### config.mk
export PLATFORM = sky130hd
export DESIGN_NAME = dpsc_top
export DESIGN_NICKNAME = d
export VERILOG_FILES = /design/src/hdl/dpsc_pkg.sv /design/src/hdl/dpsc_top.sv /design/src/hdl/dpsc_settle.sv
export VERILOG_INCLUDE_DIRS = /design/src /design/src/hdl
export SDC_FILE = /design/constraint.sdc
export NUM_CORES = 1
export LEC_CHECK = 0
export ABC_AREA = 1
export BUFFER_PORTS_ARGS = -buffer_cell sky130_fd_sc_hd__buf_2
export CAP_MARGIN = 20
export CELL_PAD_IN_SITES_DETAIL_PLACEMENT = 1
export CELL_PAD_IN_SITES_GLOBAL_PLACEMENT = 1
export CORE_UTILIZATION = 32
export DETAILED_ROUTE_END_ITERATION = 10
export GPL_TIMING_DRIVEN = 0
export HOLD_SLACK_MARGIN = 0.08
export PLACE_DENSITY_LB_ADDON = 0.1
export REMOVE_ABC_BUFFERS = 1
export SYNTH_ARGS = -nofsm -noshare
export SYNTH_HDL_FRONTEND = slang
export SYNTH_SLANG_ARGS = --single-unit
### constraint.sdc
create_clock -name clk -period 1.8 [get_ports clk]
set_clock_uncertainty 0.15 [all_clocks]
set_input_delay 0 -clock clk [delete_from_list [all_inputs] [get_ports clk]]
set_output_delay 0 -clock clk [all_outputs]
set_load 0.02 [all_outputs]
### src/hdl/dpsc_cfg.svh
// Purpose: constants for the power and fault status register bank
// Assumes: 16-bit data field of the serial command word
// Notes: definitions only
`ifndef DPSC_CFG_SVH
`define DPSC_CFG_SVH
`define DPSC_REG_SEL_POWER 3'h2
`define DPSC_PU_LSB 0
`define DPSC_REF_BIT 4
`define DPSC_THERM_BIT 5
`define DPSC_ZERO_BIT 6
`define DPSC_OC_LSB 7
`define DPSC_NUM_CHAN 4
`define DPSC_PU_RESET 4'h0
`define DPSC_REF_RESET 1'h0
`define DPSC_POWER_UP_TIME_NS 10000
`define DPSC_CLK_PERIOD_NS 20
`endif

### src/hdl/dpsc_pkg.sv
// Purpose: types for the power and fault status register bank
// Assumes: nothing beyond the cfg header
// Notes: states of the per-channel settle tracker
package dpsc_pkg;
  typedef enum logic [1:0] {
    DPSC_OFF = 2'b01,
    DPSC_ON = 2'b10
  } dpsc_chan_state_type;
endpackage

### src/hdl/dpsc_top.sv
// Purpose: power and fault status register of a quad DAC
// Assumes: serial frame decoded upstream into a one-cycle write strobe
// Notes: fault inputs are live levels from the analog monitors
//
// Function
// [RQ1] channel power bits default off, control channels
// [RQ2] host waits power-up time before loading outputs
// [RQ3] clamp off: overcurrent clears channel power bit
// [RQ4] reference power bit defaults off, enables reference
// [RQ5] overtemperature powers down all, sets thermal flag; code powers down the channels only, the reference stays on
// [RQ6] per-channel read-only overcurrent flags set by fault
// [RQ7] data layout: oc D..A, zero, thermal, ref, pu
// [RQ8] register select code 010 addresses this register
// [RQ9] clamp on: overcurrent flag clears when fault gone
// [RQ10] writes update only power bits, flags stay live
`timescale 1ns/1ps
`include "dpsc_cfg.svh"
module dpsc_top #(
  parameter int POWER_UP_CYCLES = (`DPSC_POWER_UP_TIME_NS + `DPSC_CLK_PERIOD_NS - 1) / `DPSC_CLK_PERIOD_NS
) (
  input wire logic clk,
  input wire logic rst_n,
  input wire logic wr_strobe,
  input wire logic [2:0] register_select,
  input wire logic [15:0] wr_data,
  input wire logic clamp_enable,
  input wire logic thermal_enable,
  input wire logic overtemp_detect,
  input wire logic [3:0] overcurrent_detect,
  output logic [15:0] rd_data,
  output logic [3:0] chan_power_on,
  output logic internal_ref_power_on,
  output logic [3:0] chan_settled
);
  if (POWER_UP_CYCLES < 1) begin : g_bad_cycles
    $error("power-up count must be at least one");
  end

  logic [3:0] pu;
  logic ref_on;
  logic sel_hit;
  logic thermal_trip;
  logic [3:0] next_pu;

  assign sel_hit = wr_strobe && (register_select == `DPSC_REG_SEL_POWER); // RQ8
  // shutdown only acts when the thermal feature is enabled
  assign thermal_trip = thermal_enable && overtemp_detect;

  always_comb begin
    next_pu = pu;
    if (sel_hit) begin
      next_pu = wr_data[`DPSC_PU_LSB +: `DPSC_NUM_CHAN]; // RQ10
    end
    // with clamp off, faults win over a same-cycle write so a shorted channel never turns on
    if (!clamp_enable) begin
      next_pu = next_pu & ~overcurrent_detect; // RQ3
    end
    if (thermal_trip) begin
      next_pu = `DPSC_PU_RESET; // RQ5
    end
  end

  always_ff @(posedge clk or negedge rst_n) begin
    if (!rst_n) begin
      pu <= `DPSC_PU_RESET; // RQ1
    end else begin
      pu <= next_pu;
    end
  end

  always_ff @(posedge clk or negedge rst_n) begin
    if (!rst_n) begin
      ref_on <= `DPSC_REF_RESET; // RQ4
    end else if (sel_hit) begin
      ref_on <= wr_data[`DPSC_REF_BIT]; // RQ4
    end
  end

  always_ff @(posedge clk or negedge rst_n) begin
    if (!rst_n) begin
      rd_data <= 16'h0000;
      chan_power_on <= 4'h0;
      internal_ref_power_on <= 1'b0;
    end else begin
      rd_data <= 16'h0000;
      rd_data[`DPSC_PU_LSB +: `DPSC_NUM_CHAN] <= next_pu; // RQ7
      rd_data[`DPSC_REF_BIT] <= sel_hit ? wr_data[`DPSC_REF_BIT] : ref_on;
      // flags follow the live fault; host writes never reach them
      rd_data[`DPSC_THERM_BIT] <= thermal_trip; // RQ5 RQ10
      rd_data[`DPSC_ZERO_BIT] <= 1'b0;
      rd_data[`DPSC_OC_LSB +: `DPSC_NUM_CHAN] <= overcurrent_detect; // RQ6 RQ9
      chan_power_on <= next_pu; // RQ1
      internal_ref_power_on <= sel_hit ? wr_data[`DPSC_REF_BIT] : ref_on;
    end
  end

  genvar g;
  generate
    for (g = 0; g < `DPSC_NUM_CHAN; g++) begin : g_settle
      dpsc_settle #(.CYCLES(POWER_UP_CYCLES)) u_settle (
        .clk(clk),
        .rst_n(rst_n),
        .power_on(pu[g]),
        .settled(chan_settled[g])
      );
    end
  endgenerate
endmodule // dpsc_top

### src/hdl/dpsc_settle.sv
// Purpose: per-channel power-up settle timer
// Assumes: clk at 50 MHz
// Notes: only a hint to the host; loads are not blocked
`timescale 1ns/1ps
`include "dpsc_cfg.svh"
module dpsc_settle #(
  parameter int CYCLES = `DPSC_POWER_UP_TIME_NS / `DPSC_CLK_PERIOD_NS
) (
  input wire logic clk,
  input wire logic rst_n,
  input wire logic power_on,
  output logic settled
);
  if (CYCLES < 1) begin : g_bad_cycles
    $error("settle count must be at least one");
  end
  localparam int W = $clog2(CYCLES + 1);
  dpsc_pkg::dpsc_chan_state_type state;
  logic [W-1:0] count;
  always_ff @(posedge clk or negedge rst_n) begin
    if (!rst_n) begin
      state <= dpsc_pkg::DPSC_OFF;
      count <= '0;
      settled <= 1'b0;
    end else begin
      unique case (state)
        dpsc_pkg::DPSC_OFF: begin
          settled <= 1'b0;
          count <= '0;
          if (power_on) begin
            state <= dpsc_pkg::DPSC_ON;
          end
        end
        dpsc_pkg::DPSC_ON: begin
          if (!power_on) begin
            state <= dpsc_pkg::DPSC_OFF;
            settled <= 1'b0;
          end else if (count == W'(CYCLES - 1)) begin
            settled <= 1'b1; // RQ2
          end else begin
            count <= count + W'(1);
          end
        end
      endcase
    end
  end
endmodule // dpsc_settle

==> metrics.cfg, run 1 <==
[outcome]
outcome = finished clean

[synth]
synthTopCellsByArea = dfrtp_1 (41%), nand2_1 (14%), nand3_1 (7.4%)
synth_top_cells_by_count = nand2_1 (126), dfrtp_1 (54), inv_1 (48), nand3_1 (48), nor2_1 (33)
synth_flop_cell = dfrtp_1
seq_area_frac_synth_pct = 44.6
synthArstFlopShare_pct = 100
yosysTopAreaCell = dfrtp_1
synth.most_common_cell = nand2_1
synth_top_family_by_area = simple AND/OR/NAND/NOR gates
synth.area.mux_share_pct = 0.345
synthCells = 421
synth_xor_area_share_pct = 2.15
synth-seq-cells = 58
yosysUniqueCellTypes = 34
synthAdderAreaFrac_pct = 1.53
syn_area_um2 = 3260
synthSimpleGateAreaFrac_pct = 31.3
synth_warnings = 0
synth_edf_count = 0
synth_top_area_share_pct = 41.4
synth_compound_area_share_pct = 8.25
avgSynthCellArea_um2 = 7.75

[final_layout]
diodes = 0
postLayoutCellArea_um2 = 3830
drive_above_1_share_pct = 18.8
areaGrowthSynthToFinish_pct = 17.5
post-route-util_pct = 39.0
fin_nets = 497

[placement]
portBuffers = 36
gp_congestion = 0.766
preCtsSetupSlack_ps = -123
hpwl_mm = 5.53
dpl_cell_area_um2 = 3430

[worst_setup_path]
timing.rr.end = g_settle[1].u_settle.count[4]
critPathSlowestCell = dfrtp_1
r2r-start = g_settle[1].u_settle.count[0]
slowest_delay_ps = 420
arrival_ps = 1760
cp-endpoint = g_settle[1].u_settle.count[4]
r2r_cells = 8
crit_type = flop to flop
startpoint = g_settle[1].u_settle.count[0]
path_common_cell = nand2_1
crit_chain = ha_1, nand2_1, nor2_2, nand3_1, nand2_4, inv_1, nand2_1, nand2_1
start_kind = flop
cp.required_ps = 1880
worst_setup_path_end_kind = flop
r2r_slack_ps = 120
cp_max_fo = 11

[clock_network]
clkTransAtPathRegs_ps = 70
cts_tree = done
cts_max_level = 3
cts_buffer_depth = 2
clock-sinks = 58
insertion_delay_ps = 330
cts_buffers = 9
root_buffer = clkbuf_8

[sta]
slew_viol_final = 0
max-slew-margin-rel_pct = 48.9
finalCriticalPeriod_ps = 1680
timing.fmax_mhz = 594
fin_ws_ps = 118
tns_ps = 0
min_period_over_period_pct = 93.5
rsz0062_at_grt = false
hold_viol_final = 0
worst_pin_slew_ps = 767
setup_viol = 0

[power]
vdd.ir_drop.worst_uv = 507
totalPowerFinal_uw = 3690
p_per_area_nw_per_um2 = 963
p_leak_uw = 0.00186

[die]
initial_core_util_pct = 33.2
ios = 54
core_um2 = 9820
dieWidth_um = 103
die_area_um2 = 10600
fp-row-count = 36
fp.dieH_um = 103

[drt]
dr_total_vias = 2784
drc = 0
antenna_left = 0
dr.pass1.iters = 4
initialDrtViolationCount = 59
via_per_inst = 4.62
totalWireLength_mm = 7.98
wl_per_cell_um = 13.3

[grt]
track_usage_pct = 16.8
antenna_found_initial = 0
grt_pass1_wl_mm = 13.5
overflow = 0
grt_max_degree = 59
grt_pass1_vias = 2793

[worst_hold_path]
hold_path_class = input port to asynchronous set/reset pin

[run]
maxCapViolCount = 0

[state kept, by name, summed over array words and instances (netlist names)]
register / cells
rd_data: 7
g_settle.u_settle.settled: 4
g_settle.u_settle.state: 8
chan_power_on: 3
g_settle.u_settle.count: 36
[stage by stage]
stage	hold WS (ps)	std cells
2_1_floorplan	-446	401
3_5_place_dp	-16.4	570
4_1_cts	157	602
3_3_place_gp	-26.0	570
5_1_grt	193	602
6_report	103	602
[per-layer routing]
| metal | vias up | global-route usage (%) | part of all wire (%) |
|---|---|---|---|
| li1 | 1396 | - | - |
| met1 | 1344 | 21.2 | 48 |
| met2 | 38 | 28.9 | 48 |
| met3 | 6 | 3.59 | 2.5 |
| met4 | 0 | 5.20 | 1.0 |
| met5 | - | 0 | 0 |
[worst min-delay path by stage]
stage / start / endpoint / slack [ps] / cells after the start
2_1_floorplan: rst_n / chan_power_on[0] / -450 / 0
3_3_place_gp: overcurrent_detect[0] / rd_data[7] / -30 / 1
3_5_place_dp: overcurrent_detect[0] / rd_data[7] / -20 / 1
4_1_cts: rst_n / g_settle[1].u_settle.count[8] / 160 / 2
5_1_grt: wr_strobe / rd_data[4] / 190 / 3
6_report: rst_n / g_settle[1].u_settle.count[8] / 100 / 2
[cells in the final DEF (no fill, tap or decap), drive strengths merged]
| master | instances |
|---|---|
| xnor2 | 3 |
| dfrtp | 54 |
| a21boi | 1 |
| mux2 | 1 |
| xor2 | 5 |
| nand3 | 48 |
| dlygate4sd3 | 16 |
| o211a | 4 |
| buf | 36 |
| clkbuf | 10 |
| nand4 | 5 |
| o21bai | 2 |
| conb | 6 |
| clkinv | 4 |
| nand2 | 134 |
| o21ai | 26 |
| bufinv | 2 |
| or2 | 1 |
| a21oi | 10 |
| nor3 | 3 |
| nor2 | 40 |
| nand3b | 1 |
| ha | 4 |
| dfstp | 4 |
| inv | 49 |
[critical path, delay by kind of cell (launching register included)]
| family | cells | cell delay (ps) |
|---|---|---|
| AND/OR/NAND/NOR | 6 | 670 |
| buffers and inverters | 1 | 90 |
| adder cells (fa/ha/maj) | 1 | 240 |
| flip-flops | 1 | 420 |
[layout make-up]
| cell class | count | area, µm² |
|---|---|---|
| clock buffers | 10 | 138 |
| clock inverters | 6 | 80.1 |
| fillers | 1270 | 5990 |
| inverters | 49 | 184 |
| multi-input cells | 294 | 1470 |
| flip-flops and latches | 58 | 1460 |
| well taps | 133 | 166 |
| repair buffers | 52 | 343 |
[cells by family after synthesis]
| kind of cell | count (synthesis) |
|---|---|
| AND/OR/NAND/NOR | 232 |
| buffers and inverters | 74 |
| flip-flops | 58 |
| AO/OA/AOI/OAI | 43 |
| XOR/XNOR | 8 |
| adder cells (fa/ha/maj) | 4 |
| other | 1 |
| multiplexers | 1 |
[timing repair]
| item | CTS | global route |
|---|---|---|
| buffers inserted | 0 | 0 |
| resized for setup | 2 | 5 |
| cloned | 0 | 0 |
| endpoints found under the setup margin | 7 | 18 |
| endpoints found under the hold margin | 68 | 0 |
| hold buffers | 16 | 0 |
[power by group]
group / leakage [µW] / switching (µW) / internal (µW)
Combinational: 0.000971 / 605 / 196
Sequential: 0.000772 / 73.4 / 1460
Clock: 0.000116 / 550 / 808
Total: 0.00186 / 1230 / 2460
Power figures use the tool's default switching activity.
==> run 2: changes to the inputs <==
- PLACE_DENSITY_LB_ADDON: 0.1 -> 0.05
==> metrics.cfg, run 2 (synthesized netlist as in run 1, its figures left out) <==
[placement]
hpwl_mm = 5.53
gp_congestion = 0.725
dp_cells = 570
portBuffers = 36

[die]
die_area_um2 = 10600
core_um2 = 9820
fp.dieH_um = 103
fp-row-count = 36
ios = 54
dieWidth_um = 103
initial_core_util_pct = 33.2

[sta]
worst_pin_slew_ps = 779
setup_viol = 0
timing.fmax_mhz = 609
finalCriticalPeriod_ps = 1640
rsz0062_at_grt = false
tns_ps = 0
slew_viol_final = 0
hold_viol_final = 0
min_period_over_period_pct = 91.3
max-slew-margin-rel_pct = 48.1

[worst_setup_path]
cp_max_fo = 11
critPathBufInv = 1
worst_setup_path_end_kind = flop
path_common_cell = nand2_1
critPathSlowestCell = dfrtp_1
cp.required_ps = 1890
crit_type = flop to flop
slowest_delay_ps = 410
crit_chain = ha_1, nand2_1, nor2_2, nand3_1, nand2_4, inv_1, nand2_1, nand2_1
arrival_ps = 1730
start_kind = flop
critPathTopFamily = simple AND/OR/NAND/NOR gates

[final_layout]
reg_top3 = g_settle.u_settle.count x36, g_settle.u_settle.state x8, rd_data x7
drive_above_1_share_pct = 18.8
post-route-util_pct = 38.8
diodes = 0
top_register = g_settle.u_settle.count
fin_cells = 602
largest_reg_flops = 36
final_common_cell = nand2_1
final_cell_mix = nand2_1 (125), dfrtp_1 (54), inv_1 (48), nand3_1 (48), buf_2 (35)
areaGrowthSynthToFinish_pct = 16.8
fin_nets = 497

[clock_network]
cts_max_level = 3
cts_buffer_depth = 2
postCtsSetupBuffers = 0
cts_tree = done
clock-sinks = 58
insertion_delay_ps = 340
clkTransAtPathRegs_ps = 80
root_buffer = clkbuf_8
cts_buffers = 9

[power]
vdd.ir_drop.worst_uv = 340
p_per_area_nw_per_um2 = 924
p_leak_uw = 0.00184

[drt]
dr_total_vias = 2739
initialDrtViolationCount = 45
drc = 0
via_per_inst = 4.55
wl_per_cell_um = 13.1
antenna_left = 0
totalWireLength_mm = 7.89
dr.pass1.iters = 4

[run]
maxCapViolCount = 0

[grt]
overflow = 0
grt_pass1_vias = 2790
antenna_found_initial = 0
grt_max_degree = 59
grt_pass1_wl_mm = 13.5
track_usage_pct = 16.8

[outcome]
outcome = finished clean

[worst_hold_path]
hold_path_class = input port to asynchronous set/reset pin

## run 2: cell count changes in the layout (fill, tap and decap cells not counted), sizes merged
cell,previous run,this run
clkinv,4,2
bufinv,2,0
clkinvlp,0,2
clkbuf,10,12
## run 2: path summary, 6_finish.rpt
| path | from | to | slack, ps | cells after the start |
|---|---|---|---|---|
| worst max-delay path | g_settle[1].u_settle.count[0] | g_settle[1].u_settle.count[4] | 160 | 8 |
| worst min-delay path | rst_n | g_settle[1].u_settle.count[0] | 130 | 2 |
| worst max register to register | g_settle[1].u_settle.count[0] | g_settle[1].u_settle.count[4] | 160 | 8 |
| worst min register to register | g_settle[2].u_settle.settled | g_settle[2].u_settle.settled | 330 | 2 |
| max in group asynchronous | rst_n | rd_data[4] | 850 | 2 |
| min in group clk | wr_strobe | rd_data[4] | 150 | 3 |
## run 2: routing by layer
metal | vias to the layer above | track usage [%] | routed length [µm]
met2 | 40 | 27.7 | 3740
met5 | - | 0 | 0
li1 | 1396 | - | -
met1 | 1293 | 22.0 | 3840
met3 | 10 | 2.51 | 185
met4 | 0 | 7.15 | 123
## run 2: final cells by class
type                       count  area (µm²)
multi-input combinational    294        1470
fill                        1261        6010
sequential                    58        1460
clock inverter                 4        25.0
timing repair buffer          52         343
inverter                      49         184
clock buffer                  12         165
tap                          133         166
## run 2: repair_timing
item                       in CTS  in global routing
gates resized for setup         1                  7
setup endpoints to repair       9                 25
pin swaps                       0                  1
hold buffers                   16                  0
hold endpoints to repair       68                  0
## run 2: stage by stage
step	area (µm²)	setup WS (ps)	hold slack, ps	total power (µW)
detailed placement	3430	-109	-10.7	2350
finish	3810	157	130	3520
global placement	3430	-44.7	-14.3	2340
global route	3810	20.9	190	3740
CTS	3790	6.29	146	3590
floorplan	3090	265	-446	2070
## run 2: power breakdown
group	switching [µW]	internal (µW)	leakage (µW)
sequential	74.8	1460	0.000772
clock	565	608	0.0000944
combinational	617	197	0.000972
total	1260	2260	0.00184
==> run 3: changes to the inputs <==
- RECOVER_POWER: not set -> 100
==> metrics.cfg, run 3 (synthesized netlist as in run 1, its figures left out) <==
[drt]
dr_total_vias = 2731
dr.pass1.iters = 4
drc = 0
via_per_inst = 4.54
totalWireLength_mm = 7.91
initialDrtViolationCount = 50
antenna_left = 0
wl_per_cell_um = 13.1

[sta]
min_period_over_period_pct = 91.7
timing.fmax_mhz = 606
max-slew-margin-rel_pct = 47.7
setup_viol = 0
tns_ps = 0
slew_viol_final = 0
worst_pin_slew_ps = 784
rsz0062_at_grt = false
hold_viol_final = 0
finalCriticalPeriod_ps = 1650

[final_layout]
largest_reg_flops = 36
drive_above_1_share_pct = 12.4
postLayoutCellArea_um2 = 3760
reg_top3 = g_settle.u_settle.count x36, g_settle.u_settle.state x8, rd_data x7
final_common_cell = nand2_1
fin_nets = 497
areaGrowthSynthToFinish_pct = 15.3
final_cell_mix = nand2_1 (126), dfrtp_1 (54), inv_1 (49), nand3_1 (48), nor2_1 (30)
diodes = 0
top_register = g_settle.u_settle.count

[clock_network]
postCtsSetupBuffers = 0
clkTransAtPathRegs_ps = 80
cts_max_level = 3
cts_tree = done
clock-sinks = 58
insertion_delay_ps = 340
root_buffer = clkbuf_8
cts_buffers = 9
cts_buffer_depth = 2

[worst_setup_path]
critPathTopFamily = simple AND/OR/NAND/NOR gates
critPathBufInv = 0
path_common_cell = nand2_1
slowest_delay_ps = 400
cp.required_ps = 1890
crit_type = flop to flop
crit_chain = ha_2, nand2_1, nor2_2, nand2_1, nand2_4, nand2_2, nand2_1, nand2_1
timing.rr.end = g_settle[0].u_settle.count[8]
r2r_cells = 8
critPathSlowestCell = dfrtp_1
r2r-start = g_settle[0].u_settle.count[0]
cp_max_fo = 9
r2r_slack_ps = 150
arrival_ps = 1740
worst_setup_path_end_kind = flop
start_kind = flop
cp.depth = 8

[die]
core_um2 = 9820
fp-row-count = 36
ios = 54
die_area_um2 = 10600
dieWidth_um = 103
fp.dieH_um = 103
initial_core_util_pct = 33.2

[grt]
track_usage_pct = 16.8
antenna_found_initial = 0
grt_max_degree = 59
grt_pass1_wl_mm = 13.5
overflow = 0
grt_pass1_vias = 2790

[placement]
gp_congestion = 0.725
hpwl_mm = 5.53
dpl_cell_area_um2 = 3430
portBuffers = 36

[power]
vdd.ir_drop.worst_uv = 340
p_leak_uw = 0.00175
p_per_area_nw_per_um2 = 926

[worst_hold_path]
hold_path_class = input port to asynchronous set/reset pin

[outcome]
outcome = finished clean

[run]
maxCapViolCount = 0

run 3: layer usage:
metal,track usage (%),vias up,part of all wire [%]
met5,0,-,0
met4,7.15,0,1.6
met3,2.51,10,2.2
met2,27.7,39,47
met1,22.0,1287,49
li1,-,1395,-
run 3: worst max-delay path by stage:
stage	slack (ps)	startpoint	endpoint
5_1_grt	20	g_settle[3].u_settle.count[0]	g_settle[3].u_settle.count[8]
3_3_place_gp	-40	g_settle[1].u_settle.count[0]	g_settle[1].u_settle.count[4]
4_1_cts	6	g_settle[1].u_settle.count[0]	g_settle[1].u_settle.count[4]
6_report	150	g_settle[0].u_settle.count[0]	g_settle[0].u_settle.count[8]
2_1_floorplan	270	g_settle[1].u_settle.count[0]	g_settle[1].u_settle.count[4]
3_5_place_dp	-110	g_settle[1].u_settle.count[0]	g_settle[1].u_settle.count[4]
run 3: layout make-up:
cell class              count  area [µm²]
clock inverters             4        25.0
multi-input cells         294        1450
clock buffers              12         165
inverters                  49         184
repair buffers             52         314
well taps                 133         166
fillers                  1264        6060
flip-flops and latches     58        1460
run 3: report_power, final:
group / switching (µW) / internal [µW] / total, µW / leakage, µW
logic: 603 / 183 / 786 / 0.000884
registers: 75.4 / 1450 / 1530 / 0.000771
clock network: 561 / 608 / 1170 / 0.0000944
run 3: what timing repair did:
action,4_1_cts,5_1_grt
gates resized for setup,1,7
pin swaps,0,1
hold buffers,16,0
setup endpoints to repair,9,25
gates cloned,0,0
hold endpoints to repair,68,0
run 3: worst register-to-register path, stage by stage, from the launching register on:
cell and delay (ps):
dfrtp_1 400, ha_2 270, nand2_1 90, nor2_2 150
nand2_1 110, nand2_4 150, nand2_2 100, nand2_1 90
nand2_1 50
run 3: through the flow:
stage | setup WS [ps] | power (µW) | utilization, % | std cells | hold WS, ps
3_5_place_dp | -109 | 2350 | 35.0 | 570 | -10.7
5_1_grt | 19.7 | 3710 | 38.3 | 602 | 203
3_3_place_gp | -44.7 | 2340 | 35.0 | 570 | -14.3
6_report | 150 | 3480 | 38.3 | 602 | 135
4_1_cts | 6.29 | 3590 | 38.6 | 602 | 146
2_1_floorplan | 265 | 2070 | - | 401 | -446
